## src/verilog/rtm_defines.vh

```
`ifndef RTM_DEFINES_VH
`define RTM_DEFINES_VH
// configuration offset of the retry status register
`define RTM_STATUS_OFFSET   8'h90
// field positions
`define RTM_HOST_EN_BIT     7
`define RTM_CARD_EN_BIT     6
`define RTM_CARD_B_EXP_BIT  5
`define RTM_CARD_A_EXP_BIT  3
`define RTM_HOST_EXP_BIT    1
// reset values
`define RTM_HOST_EN_RST     1'b1
`define RTM_CARD_EN_RST     1'b1
`define RTM_EXP_RST         1'b0
// timeout of 2^15 host clock cycles
`define RTM_TIMEOUT_CYCLES  16'h8000
`define RTM_CNT_W           16
`endif

```

## src/verilog/rtm_retry_timeout_monitor.v

```verilog
`timescale 1ns/1ps
`include "rtm_defines.vh"
// Functional notes
// - flag set when retried master stays away 2^15 host clocks
// - flags stay set until software writes one; zero writes ignored
// - bit 7 enables host counter, read/write, resets to one
// - bit 6 enables card counter, read/write, resets to one
// - bit 5 shows card target B expiry, resets to zero
// - bit 3 shows card target A expiry, resets to zero
// - bit 1 shows host target expiry, resets to zero
// - bits 4, 2 and 0 always read zero
// - card enable and target A flag reachable only through function 0
module rtm_retry_timeout_monitor (
  input  wire       i_core_clk,     // host clock, 100 MHz
  input  wire       i_rst,          // async reset, active high
  input  wire       i_cfg_wr,       // config write strobe
  input  wire       i_cfg_rd,       // config read strobe
  input  wire       i_cfg_func,     // config function number (0 or 1)
  input  wire [7:0] i_cfg_addr,     // config byte offset
  input  wire [7:0] i_cfg_wdata,    // config write data
  input  wire       i_host_retry,   // host target issued a retry
  input  wire       i_host_return,  // host master returned
  input  wire       i_card_a_retry, // card target A issued a retry
  input  wire       i_card_a_return,// card master A returned
  input  wire       i_card_b_retry, // card target B issued a retry
  input  wire       i_card_b_return,// card master B returned
  output reg  [7:0] o_cfg_rdata,    // config read data, registered
  output reg        o_host_retry_counter_enable, // bit 7 state
  output reg        o_card_retry_counter_enable, // bit 6 state
  output reg        o_host_target_expired,       // bit 1 state
  output reg        o_card_target_a_expired,     // bit 3 state
  output reg        o_card_target_b_expired      // bit 5 state
);

  // channel order used by every per-channel vector below
  localparam CH_HOST   = 0;           // host-side target
  localparam CH_CARD_A = 1;           // card-side target A
  localparam CH_CARD_B = 2;           // card-side target B
  localparam N_CH      = 3;           // number of retry channels

  // access decode
  wire            hit_wr;             // write to the status offset, any function
  wire            hit_rd;             // read of the status offset, any function
  wire            f0_wr;              // write to the status offset through function 0

  // per-channel wiring
  wire [N_CH-1:0] ch_retry;           // retry pulse per channel
  wire [N_CH-1:0] ch_return;          // master came back, per channel
  wire [N_CH-1:0] ch_enable;          // counter enable per channel
  wire [N_CH-1:0] ch_expire;          // one-cycle expiry pulse per channel
  wire [N_CH-1:0] ch_clear;           // write-one-to-clear request per channel
  wire [N_CH-1:0] ch_flag;            // present flag state per channel
  wire [N_CH-1:0] ch_flag_nxt;        // next flag state per channel

  // status bytes as the two functions see them
  wire [7:0]      status;             // function 0 view, every field live
  wire [7:0]      status_f1;          // function 1 view, global fields hidden

  // next values of the registered outputs
  reg             host_en_nxt;        // next host counter enable
  reg             card_en_nxt;        // next card counter enable
  reg  [7:0]      rdata_nxt;          // next read data

  // register decode; the offset alone selects the register
  assign hit_wr = i_cfg_wr && (i_cfg_addr == `RTM_STATUS_OFFSET);
  assign hit_rd = i_cfg_rd && (i_cfg_addr == `RTM_STATUS_OFFSET);

  // global fields only follow writes made through function 0
  assign f0_wr  = hit_wr && !i_cfg_func;

  // gather the per-channel request pulses in channel order
  assign ch_retry  = {i_card_b_retry, i_card_a_retry, i_host_retry};
  assign ch_return = {i_card_b_return, i_card_a_return, i_host_return};

  // both card targets share the card-side enable
  assign ch_enable = {o_card_retry_counter_enable,
                      o_card_retry_counter_enable,
                      o_host_retry_counter_enable};

  // flag state read back in channel order
  assign ch_flag = {o_card_target_b_expired,
                    o_card_target_a_expired,
                    o_host_target_expired};

  // write-one-to-clear; a zero in a flag position leaves the flag alone
  assign ch_clear[CH_HOST]   = hit_wr && i_cfg_wdata[`RTM_HOST_EXP_BIT];
  assign ch_clear[CH_CARD_A] = f0_wr  && i_cfg_wdata[`RTM_CARD_A_EXP_BIT];
  assign ch_clear[CH_CARD_B] = hit_wr && i_cfg_wdata[`RTM_CARD_B_EXP_BIT];

  // one timeout counter and one sticky flag per retried target
  genvar g;
  generate
    for (g = 0; g < N_CH; g = g + 1) begin : g_ch
      // counter restarts on retry, stops on return or disable
      rtm_retry_timer u_timer (
        .i_core_clk (i_core_clk),
        .i_rst      (i_rst),
        .i_enable   (ch_enable[g]),
        .i_retry    (ch_retry[g]),
        .i_return   (ch_return[g]),
        .o_expire   (ch_expire[g])
      );

      // an expiry in the clearing cycle wins, so no expiry is ever lost
      assign ch_flag_nxt[g] = ch_expire[g] | (ch_flag[g] & ~ch_clear[g]);
    end
  endgenerate

  // assembled status byte; reserved bits fixed at zero
  assign status = {o_host_retry_counter_enable,
                   o_card_retry_counter_enable,
                   o_card_target_b_expired,
                   1'b0,
                   o_card_target_a_expired,
                   1'b0,
                   o_host_target_expired,
                   1'b0};

  // function 1 does not see the global card enable or the target A flag
  assign status_f1 = {o_host_retry_counter_enable,
                      1'b0,
                      o_card_target_b_expired,
                      1'b0,
                      1'b0,
                      1'b0,
                      o_host_target_expired,
                      1'b0};

  // enable next values; host enable is per socket, card enable global
  always @* begin
    host_en_nxt = o_host_retry_counter_enable;
    card_en_nxt = o_card_retry_counter_enable;
    if (hit_wr) begin
      host_en_nxt = i_cfg_wdata[`RTM_HOST_EN_BIT];
    end
    if (f0_wr) begin
      card_en_nxt = i_cfg_wdata[`RTM_CARD_EN_BIT];
    end
  end

  // read data next value; zero whenever the status register is not read
  always @* begin
    rdata_nxt = 8'h00;
    if (hit_rd) begin
      if (i_cfg_func) begin
        rdata_nxt = status_f1;
      end else begin
        rdata_nxt = status;
      end
    end
  end

  // counter enables; both come out of reset enabled
  always @(posedge i_core_clk or posedge i_rst) begin
    if (i_rst) begin
      o_host_retry_counter_enable <= `RTM_HOST_EN_RST;
      o_card_retry_counter_enable <= `RTM_CARD_EN_RST;
    end else begin
      o_host_retry_counter_enable <= host_en_nxt;
      o_card_retry_counter_enable <= card_en_nxt;
    end
  end

  // sticky expiry flags; all clear out of reset
  always @(posedge i_core_clk or posedge i_rst) begin
    if (i_rst) begin
      o_host_target_expired   <= `RTM_EXP_RST;
      o_card_target_a_expired <= `RTM_EXP_RST;
      o_card_target_b_expired <= `RTM_EXP_RST;
    end else begin
      o_host_target_expired   <= ch_flag_nxt[CH_HOST];
      o_card_target_a_expired <= ch_flag_nxt[CH_CARD_A];
      o_card_target_b_expired <= ch_flag_nxt[CH_CARD_B];
    end
  end

  // read data register; valid for one cycle after the read strobe
  always @(posedge i_core_clk or posedge i_rst) begin
    if (i_rst) begin
      o_cfg_rdata <= 8'h00;
    end else begin
      o_cfg_rdata <= rdata_nxt;
    end
  end

  // a user that wants the flags to keep latching must leave the enables
  // set: clearing an enable also throws away any count in progress, so a
  // retry that was pending at that moment will never be reported
endmodule

```

## src/verilog/rtm_retry_timer.v

```verilog
`timescale 1ns/1ps
`include "rtm_defines.vh"
// one retry timeout counter; pulses o_expire once the limit is reached
module rtm_retry_timer (
  input  wire i_core_clk,  // host clock
  input  wire i_rst,       // async reset, active high
  input  wire i_enable,    // counter enable
  input  wire i_retry,     // retry issued to a master (pulse)
  input  wire i_return,    // retried master came back (pulse)
  output reg  o_expire     // one-cycle expiry pulse
);
  reg                     run_r;
  reg [`RTM_CNT_W-1:0]    cnt_r;

  // restart on each retry, stop on return, disable or expiry
  always @(posedge i_core_clk or posedge i_rst) begin
    if (i_rst) begin
      run_r    <= 1'b0;
      cnt_r    <= {`RTM_CNT_W{1'b0}};
      o_expire <= 1'b0;
    end else begin
      o_expire <= 1'b0;
      if (!i_enable) begin
        run_r <= 1'b0;
        cnt_r <= {`RTM_CNT_W{1'b0}};
      end else if (i_retry) begin
        run_r <= 1'b1;
        cnt_r <= 16'h0001;
      end else if (i_return) begin
        run_r <= 1'b0;
      end else if (run_r) begin
        if (cnt_r == `RTM_TIMEOUT_CYCLES) begin
          run_r    <= 1'b0;
          o_expire <= 1'b1;
        end else begin
          cnt_r <= cnt_r + 16'h0001;
        end
      end
    end
  end
endmodule

```

## config.mk

```make
export PLATFORM = sky130hd
export DESIGN_NAME = rtm_retry_timeout_monitor
export DESIGN_NICKNAME = d
export VERILOG_FILES = /design/src/verilog/rtm_retry_timeout_monitor.v /design/src/verilog/rtm_retry_timer.v
export VERILOG_INCLUDE_DIRS = /design/src /design/src/verilog
export SDC_FILE = /design/constraint.sdc
export NUM_CORES = 1
export LEC_CHECK = 0
export ABC_CLOCK_PERIOD_IN_PS = 1960
export BUFFER_PORTS_ARGS = -buffer_cell sky130_fd_sc_hd__buf_2
export CAP_MARGIN = 20
export CORE_UTILIZATION = 40
export CTS_BUF_LIST = sky130_fd_sc_hd__clkbuf_2
export CTS_CLUSTER_DIAMETER = 120
export DETAILED_ROUTE_END_ITERATION = 16
export PLACE_DENSITY_LB_ADDON = 0.1
export SYNTH_ARGS = -nofsm -noshare
export SYNTH_HDL_FRONTEND = slang
export SYNTH_SLANG_ARGS = --single-unit
```

## constraint.sdc

```tcl
create_clock -name i_core_clk -period 1.96 [get_ports i_core_clk]
set_input_delay 0.196 -clock i_core_clk [delete_from_list [all_inputs] [get_ports i_core_clk]]
set_output_delay 0.196 -clock i_core_clk [all_outputs]
set_load 0.02 [all_outputs]
```

* After elaboration in Yosys (flattened, before gate mapping)
Index checks and enable logic that the tools add are counted.
Storage, ports and cells: output and inout port bits 13, word-level logic and storage cells 97, flip-flop bits (word level) 67, input bits 27
Cells by class: add/sub/neg operators 3, multiplexer cells 47, equal/unequal tests 13, bitwise operators 9, reductions and logical operators 10
Operator list (count):
- $mux W16 | 15
- $add A16 B1 Y16 const B | 3
- $eq A16 B16 Y1 const B | 3
- $mux W1 | 30
- $ne A3 B3 Y1 const B | 6
- $ne A3 B2 Y1 const B | 3
- $reduce_and A3 Y1 | 3
- $eq A8 B8 Y1 const B | 1
- $mux W8 | 1
- $mux W7 | 1
- $logic_and A1 B1 Y1 | 6
- $and A1 B1 Y1 | 3
- $not A1 Y1 | 3
- $or A1 B1 Y1 | 3
- $logic_not A1 Y1 | 1

* Logic depth before layout (Yosys ltp)
depth in word-level cells 7, gate-level depth with buffers 6

* Modules after synthesis
Synthesis repeated with hierarchy kept, for this count alone.
Unflattened totals: cell total of the unflattened synthesis 359, area, all modules 3458.3 um^2
Modules (own cells, without submodules):
- rtm_retry_timer | cells each 108, area each 996.0 um^2, instances 3, sequential area each 450.4 um^2
- rtm_retry_timeout_monitor | cells each 35, area each 470.5 um^2, instances 1, sequential area each 252.7 um^2

* Least setup slack after synthesis
OpenSTA, ideal clock, no wires.
path kind reg2reg, from register g_ch[0].u_timer.cnt_r[0], to register g_ch[0].u_timer.cnt_r[12], data arrival time 1643 ps, slack 239 ps, cell stages (with the launch flop) 6, required time 1882 ps, cell sequence dfrtp_1 -> ha_1 -> nand3b_1 -> or4_4 -> or3_1 -> a21oi_1
On the way: word-level cells in the longest chain between the ends 6
Ends and longest elaborated chain:
- from (decl) | line rtm_retry_timer.v:13 | reg [`RTM_CNT_W-1:0] cnt_r;
- from (signal assigned) | line rtm_retry_timer.v:19 | cnt_r <= {`RTM_CNT_W{1'b0}};
- from (signal assigned) | line rtm_retry_timer.v:25 | cnt_r <= {`RTM_CNT_W{1'b0}};
- from (signal assigned) | line rtm_retry_timer.v:36 | cnt_r <= cnt_r + 16'h0001;
- $add A16 B1 Y16 | line rtm_retry_timer.v:36
- $mux W16 | line rtm_retry_timer.v:32 | if (cnt_r == `RTM_TIMEOUT_CYCLES) begin
- $mux W16 | line rtm_retry_timer.v:31 | end else if (run_r) begin
- $mux W16 | line rtm_retry_timer.v:29 | end else if (i_return) begin
- $mux W16 | line rtm_retry_timer.v:26 | end else if (i_retry) begin
- $mux W16 | line rtm_retry_timer.v:23 | if (!i_enable) begin
Parallel ways exist; a longest one is shown, timed or not. The select of a mux whose other input is x is not followed. A chain may end at the register's enable or synchronous reset.

* Worst setup path in the final report
from register g_ch[0].u_timer.cnt_r[0], to register g_ch[0].u_timer.cnt_r[14]
The elaborated chain is that of the path after synthesis.

==> results_dict.tcl <==
set metrics [dict create \
    final-hold-violation-count 0 \
    clock_latency_ns 0.48 \
    dpl.hpwl_microns 4890 \
    vias 2665 \
    wire_per_inst_microns 14.2 \
    drc 0 \
    start_util 0.420 \
    core-area_sq_um 7850 \
    drv_slew 0 \
    cts.sinks 64 \
    syn_inst 340 \
    min_path_type "input pin to flop" \
    synth.top_cell.area_share 0.471 \
    die_x_microns 92.8 \
    grt_pass1_wl_microns 12100 \
    combPwrFrac 0.049 \
    synth-seq-cells 64 \
    row_count 32 \
    finalClockSkew_ns 0.0333 \
    diodes 0 \
    io_buffers 33 \
    final_nets 427 \
    status "complete, no violations" \
    ios 40 \
    avgSynthCellArea_sq_um 9.69 \
    htreeDepth 3 \
    grt_max_degree 65 \
    p_per_area_nw_per_um2 583 \
    drtIter0Drc 110 \
    end_kind "flop" \
    tns_ns 0 \
    clock.fmax_mhz 532 \
    post_dp_cell_area_sq_um 3600 \
    cts_made_buffers 9 \
    yosysTopAreaCell "dfrtp_1" \
    p_sw_uw 578 \
    max_slew.worst_pin.slew_ns 0.654 \
    min_period_over_period 0.959 \
    area_growth_pct 17.7 \
    power.leakage_nw 1.67 \
    grt.total_usage 0.180 \
    worstPathArrival_ns 2.28 \
    grt_pass1_vias 2639 \
    drive_gt1_frac 0.201 \
    firstDrtPassIters 5 \
    intPower_mw 1.68 \
    synth.distinct_cells 46 \
    cts_root_buffer "clkbuf_2" \
    routed_via_density 5.32 \
    fillCellCount 772 \
    cts_max_path_buffers 2 \
    crit_path_start_kind "flop" \
    slew_headroom 0.564 \
    critPathRequiredTime_ns 2.36 \
    rsz0062_at_grt "true" \
    antenna_found_initial 0 \
    setup_viol 0 \
    swShare 0.256 \
    synth_area_sq_um 3290 \
    place.gp.congestion 0.789 \
    post-route-min-period_ns 1.88 \
    regArea_sq_um 1600 \
    multi_input_area_sq_um 1630 \
    dieArea_sq_um 8600 \
    ys_seq_area_frac 0.487 \
    clk_pin_slew_worst_paths_ns 0.22 \
    drv_cap 0 \
    gr-total-overflow 0 \
    synth_edf_count 0 \
    synth_common_cells "dfrtp_1 (62), nor2_1 (34), nand2_1 (27)" \
    synth_warnings 0 \
    synth_flop_cell "dfrtp_1" \
    cp_max_fo 5 \
    crit_type "flop to flop" \
    post-synth-top-count-cell "dfrtp_1" \
    routed_wirelength_microns 7100 \
    seqPwrFrac 0.590 \
    ant_nets 0 \
    die_h_microns 92.8 \
    ir_drop_mv 0.263 \
    cts_tree "yes" \
    synth-async-reset-ratio 1.00 \
    final_cell_area_sq_um 3880 \
    synth_area_leaders "dfrtp_1 (47%), nor2_1 (3.9%), xnor2_1 (3.5%)" \
    clkPwrFrac 0.361 \
]
==> worst paths after layout <==
kind | from | endpoint | slack (ns) | cells after the start
setup / recovery | g_ch[0].u_timer.cnt_r[0]$_DFFE_PP0P_ | g_ch[0].u_timer.cnt_r[14]$_DFFE_PP0P_ | 0.08 | 5
min in group asynchronous | i_rst | g_ch[0].u_timer.cnt_r[2]$_DFFE_PP0P_ | 0.27 | 4
max in group asynchronous | i_rst | o_host_retry_counter_enable$_DFFE_PP1P_ | 1.33 | 4
hold / removal | i_card_b_return | g_ch[2].u_timer.cnt_r[1]$_DFFE_PP0P_ | 0.08 | 4
hold reg to reg | g_ch[0].u_timer.o_expire$_DFF_PP0_ | o_host_target_expired$_DFF_PP0_ | 0.46 | 1
setup reg to reg | g_ch[0].u_timer.cnt_r[0]$_DFFE_PP0P_ | g_ch[0].u_timer.cnt_r[14]$_DFFE_PP0P_ | 0.08 | 5
==> through the flow <==
stage	instances	power, mW	setup WS, ns	util	hold slack, ns
floorplan	342	1.41	0.169	-	0.266
global placement	472	1.45	0.148	0.459	0.295
detailed placement	472	1.45	0.128	0.459	0.297
CTS	500	2.30	0.0603	0.489	0.0446
global route	501	2.37	-0.0525	0.494	0.0779
finish	501	2.26	0.0812	0.494	0.0756
==> area by class of cell <==
| class | count | area share |
|---|---|---|
| Timing Repair Buffer | 52 | 0.0903 |
| Multi-Input combinational cell | 254 | 0.420 |
| Sequential cell | 64 | 0.414 |
| Tap cell | 102 | 0.0329 |
| Clock inverter | 6 | 0.0177 |
| Inverter | 13 | 0.0126 |
| Clock buffer | 10 | 0.0129 |
==> cells in the final DEF (no fill, tap or decap), types with 6 or more instances in the layout <==
cell,instances
or3_1,7
xor2_1,9
xnor2_1,13
nand2b_1,8
clkbuf_2,10
nor4_1,13
a31o_2,8
nor2_1,34
o21ai_0,8
nand3_1,11
nor3_1,13
buf_4,6
nand4_1,13
buf_2,33
a21oi_1,18
dfrtp_1,62
nand2_1,27
dlygate4sd3_1,12
inv_1,12
nor2b_1,6
==> sequential cells by signal (all words and copies together) (netlist names) <==
| signal | count |
|---|---|
| g_ch.u_timer.run_r | 3 |
| o_host_retry_counter_enable | 1 |
| o_card_target_b_expired | 1 |
| o_host_target_expired | 1 |
| o_card_retry_counter_enable | 1 |
| g_ch.u_timer.o_expire | 3 |
| o_cfg_rdata | 5 |
| o_card_target_a_expired | 1 |
| g_ch.u_timer.cnt_r | 48 |
==> power by group through the flow <==
stage	Combinational (mW)	Sequential (mW)	Clock, mW
final	0.112	1.33	0.817
after detailed placement	0.0976	1.36	0
after CTS	0.115	1.33	0.852
after global placement	0.0970	1.36	0
after floorplan	0.0542	1.36	0
after global routing	0.128	1.34	0.909
==> logic make-up after synthesis <==
group | count (synthesis) | share of synthesized area
compound gates | 54 | 0.107
other cells | 1 | 0.00114
buf+inv | 24 | 0.0311
fa+ha+maj | 6 | 0.0228
flops | 64 | 0.487
xor+xnor | 22 | 0.0585
mux | 4 | 0.0129
simple gates | 165 | 0.279
==> worst max-delay path, stage by stage (launching register included) <==
cell and delay [ns]:
dfrtp_1 0.45, ha_2 0.21, nand3b_1 0.10, or4_4 0.55, or3_1 0.34, a21oi_2 0.14
==> routing by layer <==
| metal | up-vias | GRT usage | wire length (microns) |
|---|---|---|---|
| met4 | 0 | 0.0615 | 57 |
| met2 | 49 | 0.286 | 3240 |
| met3 | 4 | 0.0296 | 263 |
| met1 | 1278 | 0.248 | 3540 |
| met5 | - | 0 | 0 |
| li1 | 1334 | - | - |
==> repair_timing <==
item,in CTS,in global routing
gates resized for setup,0,6
hold buffers,12,0
hold endpoints to repair,78,0
endpoints found under the setup margin,0,6
setup buffers,0,1
Power figures use the tool's default switching activity.
